--- src/verilog/conceal_defines.vh ---
// Constants shared by the frame loss concealment controller.
`ifndef CONCEAL_DEFINES_VH
`define CONCEAL_DEFINES_VH

// Register byte offsets.
`define R_STATUS 8'h00
`define R_GAIN_L 8'h04
`define R_GAIN_R 8'h08
`define R_LPC_L 8'h0C
`define R_LPC_R 8'h10
`define R_LPC_MONO 8'h14
`define R_PEAK_PREV 8'h18
`define R_PEAK_CUR 8'h1C
`define R_BLK_EN 8'h20
`define R_RATIO 8'h24
`define R_EN_CUR 8'h28
`define R_EN_PREV 8'h2C
`define R_GAIN_OUT 8'h30
`define R_PH_DIFF 8'h34
`define R_RECIP_N 8'h38
`define R_PH_START 8'h3C
`define R_BIN_AMP 8'h40
`define R_BIN_PH 8'h44
`define R_OUT_AMP 8'h48
`define R_OUT_PH 8'h4C
`define R_LOSS_HIST 8'h50

// Mode indicator values.
`define MODE_ACELP 2'h0
`define MODE_SHORT 2'h1
`define MODE_MED 2'h2
`define MODE_LONG 2'h3
`define IND_NONE 3'h7
`define MODE_ALL_LONG 8'hFF

// Concealment limits.
`define MAX_LONG_LOSS 3'h2
`define DB_GAP 9'h014
`define Q_FRAC 4
`define RATIO_CAP 8'hA0
`define GAIN_CAP 8'hFF
`define SQRT_START 8'h80
`define BIN_LOST_BIT 16

`endif

--- src/verilog/frame_loss_concealment_ctrl.v ---
// Frame loss concealment controller: mode extrapolation, downmix LP choice, spectral fill-in.
`timescale 1ns/10ps
`include "conceal_defines.vh"

module frame_loss_concealment_ctrl #(
    parameter HIST_DEPTH = 8
) (
    // Clock, reset and enable
    input wire pclk,
    input wire presetn,
    input wire ce,
    // APB slave
    input wire psel,
    input wire penable,
    input wire pwrite,
    input wire [7:0] paddr,
    input wire [31:0] pwdata,
    output reg [31:0] prdata,
    output reg pready,
    output reg pslverr,
    // Superframe input from the demultiplexer
    input wire in_valid,
    output reg in_ready,
    input wire [3:0] in_bfi,
    input wire [7:0] in_mode_bits,
    // Resolved superframe output to synthesis
    output reg out_valid,
    input wire out_ready,
    output reg [7:0] out_mode,
    output reg [2:0] out_nloss,
    output reg [3:0] out_bfi,
    output reg out_loss_recent
);

    localparam ENTRY_W = 16;
    localparam HIST_W = 4 * HIST_DEPTH;
    function [2:0] count_loss;
        input [3:0] bfi;
        begin
            count_loss = {2'b00, bfi[0]} + {2'b00, bfi[1]} + {2'b00, bfi[2]} + {2'b00, bfi[3]};
        end
    endfunction
    function [7:0] resolve;
        input [3:0] bfi;
        input [7:0] bits;
        input [1:0] prev;
        reg [11:0] m;
        reg any_long;
        reg [2:0] n;
        reg [1:0] left;
        integer k;
        begin
            n = count_loss(bfi);
            any_long = 1'b0;
            m = 12'h000;
            for (k = 0; k < 4; k = k + 1) begin
                if (bfi[k]) begin
                    m[3*k +: 3] = `IND_NONE;
                end else begin
                    m[3*k +: 3] = {1'b0, bits[2*k +: 2]};
                    if (bits[2*k +: 2] == `MODE_LONG) begin
                        any_long = 1'b1;
                    end
                end
            end
            for (k = 0; k < 4; k = k + 1) begin
                if (any_long && n <= `MAX_LONG_LOSS && bfi[k]) begin
                    m[3*k +: 3] = {1'b0, `MODE_LONG};
                end else if (any_long && n > `MAX_LONG_LOSS) begin
                    m[3*k +: 3] = {1'b0, `MODE_SHORT};
                end
            end
            for (k = 0; k < 4; k = k + 1) begin
                if (bfi[k] && m[3*k +: 3] == `IND_NONE && !bfi[k ^ 1]
                        && m[3*(k ^ 1) +: 2] == `MODE_MED) begin
                    m[3*k +: 3] = {1'b0, `MODE_MED};
                end
            end
            left = prev;
            for (k = 0; k < 4; k = k + 1) begin
                if (m[3*k +: 3] == `IND_NONE) begin
                    m[3*k +: 3] = (left == `MODE_ACELP) ? {1'b0, `MODE_ACELP} :
                                  {1'b0, `MODE_SHORT};
                end
                left = m[3*k +: 2];
            end
            // Received indicators pass through as sent, unless a received long one meets more than two losses.
            resolve = {m[10:9], m[7:6], m[4:3], m[1:0]};
        end
    endfunction

    // Register file.
    reg [7:0] gain_l_q, gain_r_q;
    reg [15:0] lpc_l_q, lpc_r_q, lpc_mono_q;
    reg [15:0] peak_prev_q, peak_cur_q, blk_en_q, en_cur_q, en_prev_q;
    reg [7:0] ratio_q, gain_q;
    reg [15:0] ph_diff_q, recip_n_q, ph_acc_q, bin_amp_q, out_amp_q, out_ph_q;
    reg [HIST_W-1:0] hist_q;
    reg [1:0] prev_last_q;
    reg prev_long_q, long_pair_q;
    reg [7:0] last_mode_q;
    reg [2:0] last_nloss_q;
    // Square-root engine state.
    reg [15:0] num_q, den_q;
    reg [7:0] cap_q, res_q, bit_q;
    reg eng_gain_q;
    // Buffer spare entry.
    reg spare_v_q;
    reg [ENTRY_W-1:0] spare_q;
    wire access = psel && penable && !pready;
    wire wr_en = psel && penable && pready && pwrite;
    wire push = in_valid && in_ready;
    wire pop = out_valid && out_ready;
    wire [7:0] mode_new = resolve(in_bfi, in_mode_bits, prev_last_q);
    wire [2:0] nloss_new = count_loss(in_bfi);
    wire [ENTRY_W-1:0] entry_new = {nloss_new, in_bfi, mode_new, 1'b0};
    wire signed [8:0] db_diff = $signed({gain_l_q[7], gain_l_q}) -
                                $signed({gain_r_q[7], gain_r_q});
    wire [16:0] lpc_sum = {lpc_l_q[15], lpc_l_q} + {lpc_r_q[15], lpc_r_q};
    wire [15:0] peak_eff = (peak_cur_q < peak_prev_q) ? peak_prev_q : peak_cur_q;
    wire [7:0] ratio_cap = (ratio_q < `RATIO_CAP) ? ratio_q : `RATIO_CAP;
    wire [7:0] trial = res_q | bit_q;
    wire [15:0] trial_sq = trial * trial;
    wire [31:0] trial_prod = trial_sq * den_q;
    wire [31:0] num_scaled = {8'h00, num_q, 8'h00};
    wire signed [32:0] corr_prod = $signed(ph_diff_q) * $signed({1'b0, recip_n_q});
    wire [15:0] corr = corr_prod[31:16];
    wire [23:0] amp_prod = gain_q * bin_amp_q;
    wire [19:0] amp_scaled = amp_prod[23:`Q_FRAC];
    wire [15:0] amp_sat = (|amp_scaled[19:16]) ? 16'hFFFF : amp_scaled[15:0];
    reg [31:0] rd_mux;
    reg rd_err;
    always @* begin
        rd_err = 1'b0;
        case (paddr)
            `R_STATUS: rd_mux = {16'h0000, long_pair_q, |bit_q, 3'h0, last_nloss_q, last_mode_q};
            `R_GAIN_L: rd_mux = {24'h000000, gain_l_q};
            `R_GAIN_R: rd_mux = {24'h000000, gain_r_q};
            `R_LPC_L: rd_mux = {16'h0000, lpc_l_q};
            `R_LPC_R: rd_mux = {16'h0000, lpc_r_q};
            `R_LPC_MONO: rd_mux = {16'h0000, lpc_mono_q};
            `R_PEAK_PREV: rd_mux = {16'h0000, peak_prev_q};
            `R_PEAK_CUR: rd_mux = {16'h0000, peak_cur_q};
            `R_BLK_EN: rd_mux = {16'h0000, blk_en_q};
            `R_RATIO: rd_mux = {24'h000000, ratio_q};
            `R_EN_CUR: rd_mux = {16'h0000, en_cur_q};
            `R_EN_PREV: rd_mux = {16'h0000, en_prev_q};
            `R_GAIN_OUT: rd_mux = {24'h000000, gain_q};
            `R_PH_DIFF: rd_mux = {16'h0000, ph_diff_q};
            `R_RECIP_N: rd_mux = {16'h0000, recip_n_q};
            `R_PH_START: rd_mux = {16'h0000, ph_acc_q};
            `R_BIN_AMP: rd_mux = {16'h0000, bin_amp_q};
            `R_OUT_AMP: rd_mux = {16'h0000, out_amp_q};
            `R_OUT_PH: rd_mux = {16'h0000, out_ph_q};
            `R_LOSS_HIST: rd_mux = hist_q[31:0];
            `R_BIN_PH: rd_mux = 32'h00000000;
            default: begin
                rd_mux = 32'h00000000;
                rd_err = 1'b1;
            end
        endcase
    end

    // APB answers one cycle into the access phase, so pready is a plain flop.
    always @(posedge pclk or negedge presetn) begin
        if (!presetn) begin
            pready <= 1'b0;
            prdata <= 32'h00000000;
            pslverr <= 1'b0;
        end else if (ce) begin
            pready <= access;
            if (access) begin
                prdata <= pwrite ? 32'h00000000 : rd_mux;
                pslverr <= rd_err;
            end else begin
                pslverr <= 1'b0;
            end
        end
    end

    // Software-written configuration and downmix choice.
    always @(posedge pclk or negedge presetn) begin
        if (!presetn) begin
            gain_l_q <= 8'h00;
            gain_r_q <= 8'h00;
            lpc_l_q <= 16'h0000;
            lpc_r_q <= 16'h0000;
            lpc_mono_q <= 16'h0000;
            peak_prev_q <= 16'h0000;
            peak_cur_q <= 16'h0000;
            blk_en_q <= 16'h0000;
            en_cur_q <= 16'h0000;
            en_prev_q <= 16'h0000;
            ph_diff_q <= 16'h0000;
            recip_n_q <= 16'h0000;
            bin_amp_q <= 16'h0000;
        end else if (ce) begin
            if (db_diff > $signed(`DB_GAP)) begin
                lpc_mono_q <= lpc_l_q;
            end else if (db_diff < -$signed(`DB_GAP)) begin
                lpc_mono_q <= lpc_r_q;
            end else begin
                lpc_mono_q <= lpc_sum[16:1];
            end
            if (wr_en) begin
                case (paddr)
                    `R_GAIN_L: gain_l_q <= pwdata[7:0];
                    `R_GAIN_R: gain_r_q <= pwdata[7:0];
                    `R_LPC_L: lpc_l_q <= pwdata[15:0];
                    `R_LPC_R: lpc_r_q <= pwdata[15:0];
                    `R_PEAK_PREV: peak_prev_q <= pwdata[15:0];
                    `R_PEAK_CUR: peak_cur_q <= pwdata[15:0];
                    `R_BLK_EN: blk_en_q <= pwdata[15:0];
                    `R_EN_CUR: en_cur_q <= pwdata[15:0];
                    `R_EN_PREV: en_prev_q <= pwdata[15:0];
                    `R_PH_DIFF: ph_diff_q <= pwdata[15:0];
                    `R_RECIP_N: recip_n_q <= pwdata[15:0];
                    `R_BIN_AMP: bin_amp_q <= pwdata[15:0];
                    default: ;
                endcase
            end
        end
    end
    // Bit-serial square root of num/den in Q4.4, eight cycles, clamped to cap.
    always @(posedge pclk or negedge presetn) begin
        if (!presetn) begin
            num_q <= 16'h0000;
            den_q <= 16'h0000;
            cap_q <= 8'h00;
            res_q <= 8'h00;
            bit_q <= 8'h00;
            eng_gain_q <= 1'b0;
            ratio_q <= `RATIO_CAP;
            gain_q <= 8'h00;
        end else if (ce) begin
            if (wr_en && paddr == `R_RATIO) begin
                ratio_q <= pwdata[7:0];
            end else if (wr_en && paddr == `R_BLK_EN && bit_q == 8'h00) begin
                num_q <= peak_eff;
                den_q <= pwdata[15:0];
                cap_q <= ratio_cap;
                res_q <= 8'h00;
                bit_q <= `SQRT_START;
                eng_gain_q <= 1'b0;
            end else if (wr_en && paddr == `R_EN_PREV && bit_q == 8'h00) begin
                num_q <= en_cur_q;
                den_q <= pwdata[15:0];
                cap_q <= `GAIN_CAP;
                res_q <= 8'h00;
                bit_q <= `SQRT_START;
                eng_gain_q <= 1'b1;
            end else if (bit_q != 8'h00) begin
                if (trial <= cap_q && trial_prod <= num_scaled) begin
                    res_q <= trial;
                end
                bit_q <= bit_q >> 1;
                if (bit_q[0]) begin
                    if (eng_gain_q) begin
                        gain_q <= (trial <= cap_q && trial_prod <= num_scaled) ? trial : res_q;
                    end else begin
                        ratio_q <= (trial <= cap_q && trial_prod <= num_scaled) ?
                                   trial : res_q;
                    end
                end
            end
        end
    end
    // Per-bin merge of received and extrapolated coefficients.
    always @(posedge pclk or negedge presetn) begin
        if (!presetn) begin
            ph_acc_q <= 16'h0000;
            out_amp_q <= 16'h0000;
            out_ph_q <= 16'h0000;
        end else if (ce) begin
            if (wr_en && paddr == `R_PH_START) begin
                ph_acc_q <= pwdata[15:0];
            end else if (wr_en && paddr == `R_BIN_PH) begin
                if (pwdata[`BIN_LOST_BIT] && long_pair_q) begin
                    out_amp_q <= amp_sat;
                    out_ph_q <= ph_acc_q + pwdata[15:0] + corr;
                    ph_acc_q <= ph_acc_q + pwdata[15:0] + corr;
                end else if (pwdata[`BIN_LOST_BIT]) begin
                    // Unless an all-long superframe with losses follows an all-long one, there is no history worth trusting.
                    out_amp_q <= 16'h0000;
                    out_ph_q <= 16'h0000;
                end else begin
                    out_amp_q <= bin_amp_q;
                    out_ph_q <= pwdata[15:0];
                    ph_acc_q <= pwdata[15:0];
                end
            end
        end
    end
    // Superframe resolution, history and the two-entry output buffer.
    always @(posedge pclk or negedge presetn) begin
        if (!presetn) begin
            prev_last_q <= `MODE_ACELP;
            prev_long_q <= 1'b0;
            long_pair_q <= 1'b0;
            last_mode_q <= 8'h00;
            last_nloss_q <= 3'h0;
            hist_q <= {HIST_W{1'b0}};
            spare_v_q <= 1'b0;
            spare_q <= {ENTRY_W{1'b0}};
            in_ready <= 1'b0;
            out_valid <= 1'b0;
            out_mode <= 8'h00;
            out_nloss <= 3'h0;
            out_bfi <= 4'h0;
            out_loss_recent <= 1'b0;
        end else if (ce) begin
            if (push) begin
                prev_last_q <= mode_new[7:6];
                prev_long_q <= (mode_new == `MODE_ALL_LONG);
                long_pair_q <= prev_long_q && (mode_new == `MODE_ALL_LONG)
                               && (nloss_new != 3'h0);
                last_mode_q <= mode_new;
                last_nloss_q <= nloss_new;
                hist_q <= {hist_q[HIST_W-5:0], in_bfi};
            end
            // The spare entry absorbs one word when the receiver stalls.
            if (!out_valid || pop) begin
                if (spare_v_q) begin
                    out_valid <= 1'b1;
                    {out_nloss, out_bfi, out_mode, out_loss_recent} <= spare_q;
                    spare_v_q <= push;
                    in_ready <= !push;
                    if (push) begin
                        spare_q <= {entry_new[ENTRY_W-1:1], |hist_q};
                    end
                end else begin
                    out_valid <= push;
                    in_ready <= 1'b1;
                    if (push) begin
                        {out_nloss, out_bfi, out_mode, out_loss_recent} <=
                            {entry_new[ENTRY_W-1:1], |hist_q};
                    end
                end
            end else begin
                if (push) begin
                    spare_q <= {entry_new[ENTRY_W-1:1], |hist_q};
                    spare_v_q <= 1'b1;
                    in_ready <= 1'b0;
                end else begin
                    in_ready <= !spare_v_q;
                end
            end
        end
    end
endmodule // frame_loss_concealment_ctrl

--- config.mk ---
export PLATFORM = sky130hd
export DESIGN_NAME = frame_loss_concealment_ctrl
export DESIGN_NICKNAME = d
export VERILOG_FILES = /design/src/verilog/frame_loss_concealment_ctrl.v
export VERILOG_INCLUDE_DIRS = /design/src /design/src/verilog
export SDC_FILE = /design/constraint.sdc
export NUM_CORES = 2
export LEC_CHECK = 0
export ABC_AREA = 1
export BUFFER_PORTS_ARGS = -buffer_cell sky130_fd_sc_hd__buf_4
export CAP_MARGIN = 20
export CORE_MARGIN = 1
export CORE_UTILIZATION = 55
export DETAILED_ROUTE_END_ITERATION = 7
export PLACE_DENSITY = 0.78
export SYNTH_ARGS = -nofsm -noshare
export SYNTH_HDL_FRONTEND = slang
export SYNTH_SLANG_ARGS = --single-unit
--- constraint.sdc ---
create_clock -name pclk -period 11.3 [get_ports pclk]
set_input_delay 2.26 -clock pclk [delete_from_list [all_inputs] [get_ports pclk]]
set_output_delay 2.26 -clock pclk [all_outputs]
set_load 0.02 [all_outputs]
==> results.ini <==
[clocking]
numCtsBuffers = 43
clk_pin_slew_ps = 60
cts_max_level = 2
cts_tree = built
root_buffer = clkbuf_16
cts.sinks = 427
postCtsHoldBufs = 0
clk_latency_ps = 570
clk_path_buf_depth = 3

[global_routing]
grt_first_pass_wirelength_um = 214200
overflow = 0
grt_max_degree = 161
grt_pass1_vias = 39173
grt_use_total_pct = 32.86
antenna_found_initial = 2

[min_path]
whs_endpoint = ratio_q[7]$_DFFE_PN1P_
min-delay-start = ratio_q[7]$_DFFE_PN1P_
hold_path_depth = 2
hp-class = flip-flop to flip-flop

[setup_path]
cp_num_cells = 62
timing.rr.start = res_q[1]$_DFFE_PN0P_
crit_path_start_kind = flip-flop
crit_path_end_kind = flip-flop
r2r_cells = 62
critPathTopFamily = adder cells
worst_path_max_delay_cell = fa_1
reg2reg_to = ratio_q[6]$_DFFE_PN0P_
cp.arrival_ps = 11480
worstPathRequired_ps = 11800
worst-path-max-fanout = 8
slowest_delay_ps = 590
rrSetupSlack_ps = 330
crit_top_cell = nand2_1
path_buf_inv = 13
critical_path_class = flip-flop to flip-flop

[final_layout]
final_cell_mix = 1535 x nand2_1, 1163 x inv_1, 491 x fa_1, 425 x dfrtp_1, 371 x o21ai_0
drive_gt1_share_pct = 6.972
area_delta_synth_final_pct = 7.790
final_common_cell = nand2_1
nNetsFinal = 6835
reg_top3 = hist_q (32), prdata (32)
nFillCells = 7368
final_area_sq_um = 49060
antenna_cells = 0
finalNonFillerCells = 7008
post-route-util_pct = 59.85

[sta]
timing.fmax_mhz = 91.12
tightest_slew_ps = 1123
hold_viol = 0
fin_crit_sh_pct = 97.12
finalSetupViolations = 0
fin_crit_ps = 10970
drv_slew = 0
fin_worst_skew_ps = 17.46
relSlewSlack_pct = 24.94

[die]
fp.dieH_um = 289.7
std_cell_rows = 105
core_sq_um = 81980
io_pins = 112
die_x_um = 289.7
dieArea_sq_um = 83910
initial_core_util_pct = 55.52

[pwr]
switching_share_pct = 31.38
seqPwrFrac_pct = 44.3
total_leakage_power_nw = 25.70
p_sw_w = 0.001256
power_frac_comb_pct = 18.9
internal-power_w = 0.002745
power.total_w = 0.004001
ir_worst_vdd_mv = 0.1030
power_frac_clock_pct = 36.7
power.density_nw_per_um2 = 81.55

[yosys]
synth_edf_count = 0
ys_seq_area_share_pct = 23.48
yosysWarnings = 0
ys_types = 59
synth_area_per_cell_sq_um = 7.654
async_flop_share_pct = 100.0
synth_cells = 5947
syn_nets = 6875
synth_top_flop_cell = dfrtp_1
ys_ff_latch = 427
synth_area_sq_um = 45520

[route]
dr.pass1.iters = 7
route.vias.total = 39916
drc = 0
routed_wl_um = 136600
wl_per_cell_um = 19.49
vias_per_cell = 5.696
ant_nets = 0
first_iter_violations = 3807

[placement]
placedCellCount = 6918
io_buffer_count = 96
place_congestion = 1.004
dpl_cell_area_sq_um = 47020
dp_hpwl_um = 103600

[job]
drv_cap = 0

[outcome]
status = finished clean

[worst min-delay path: cells and delay by family, from the launching register on]
family           cells  cell delay [ps]
flip-flops           1              380
AND/OR/NAND/NOR      2              110
[worst max path at each step]
stage / start / end / slack, ps
2_1_floorplan: bit_q[2]$_DFFE_PN0P_ / gain_q[3]$_DFFE_PN0P_ / 930
3_3_place_gp: res_q[1]$_DFFE_PN0P_ / gain_q[0]$_DFFE_PN0P_ / 180
3_5_place_dp: bit_q[0]$_DFFE_PN0P_ / gain_q[0]$_DFFE_PN0P_ / -80
4_1_cts: bit_q[0]$_DFFE_PN0P_ / gain_q[0]$_DFFE_PN0P_ / 40
5_1_grt: bit_q[0]$_DFFE_PN0P_ / ratio_q[6]$_DFFE_PN0P_ / -200
6_report: res_q[1]$_DFFE_PN0P_ / ratio_q[6]$_DFFE_PN0P_ / 330
[area by class of cell]
cell class	count	area (sq um)	share of cell area (%)
Multi-Input combinational cell	4066	29790	60.72
Sequential cell	427	10690	21.78
Timing Repair Buffer	168	1320	2.690
Clock buffer	64	1236	2.520
Clock inverter	12	178.9	0.3647
Inverter	1201	4512	9.196
Tap cell	1070	1339	2.729
[synthesized netlist by cell type (17+ instances only)]
cell          n  area share, %
clkbuf_1    201            1.7
nand3_1     163            1.8
o21ai_0     378            4.2
a21oi_1     243            2.7
inv_1      1167            9.6
inv_2        21           0.17
o22ai_1      27           0.37
nor4_1       17           0.23
dfrtp_1     425             23
buf_2        32           0.35
or2_2        35           0.48
nand2_1    1561             13
nand4_1      42           0.58
xor2_1       55            1.1
o21ai_1      42           0.46
o2111ai_1    27           0.52
a31oi_1      17           0.23
nor3_1       36           0.40
ha_1        371             10
fa_1        497             22
xnor2_1      38           0.73
nor2_1      359            3.0
o21bai_1     23           0.38
[logic make-up after synthesis]
kind of cell | Yosys count | synth area share (%)
flops | 427 | 23.48
xor+xnor | 93 | 1.789
compound gates | 849 | 10.43
buf+inv | 1454 | 12.14
simple gates | 2253 | 20.03
mux | 3 | 0.06597
fa+ha+maj | 868 | 32.06
[per-stage QoR]
step | setup WS (ps) | hold slack (ps) | setup TNS, ps
finish | 325.2 | 478.3 | 0
floorplan | 925.0 | 447.8 | 0
global placement | 182.2 | 460.3 | 0
CTS | 37.27 | 474.3 | 0
detailed placement | -77.78 | 465.0 | -410.9
global route | -201.4 | 495.5 | -2815
[routing by layer]
layer | up-vias | part of all wire, % | wire length, um | track usage [%]
li1 | 18225 | - | - | -
met1 | 19328 | 39 | 53910 | 44.35
met2 | 1951 | 46 | 62340 | 52.17
met3 | 408 | 9.5 | 12980 | 5.110
met4 | 4 | 5.4 | 7346 | 15.21
met5 | - | 0.020 | 27 | 0
[power groups by stage]
stage	Combinational (W)	Clock, W	Sequential (W)
after CTS	0.000732	0.00147	0.00177
after floorplan	0.000394	0	0.00179
after global routing	0.000831	0.00153	0.00179
final	0.000758	0.00147	0.00177
after detailed placement	0.000724	0	0.00180
after global placement	0.000710	0	0.00179
[what timing repair did]
item	4_1_cts	5_1_grt
resized for setup	12	112
setup buffers	2	9
endpoints found under the setup margin	23	24
pin swaps	0	37
hold endpoints to repair	0	0
(Power assumes the default switching activity.)
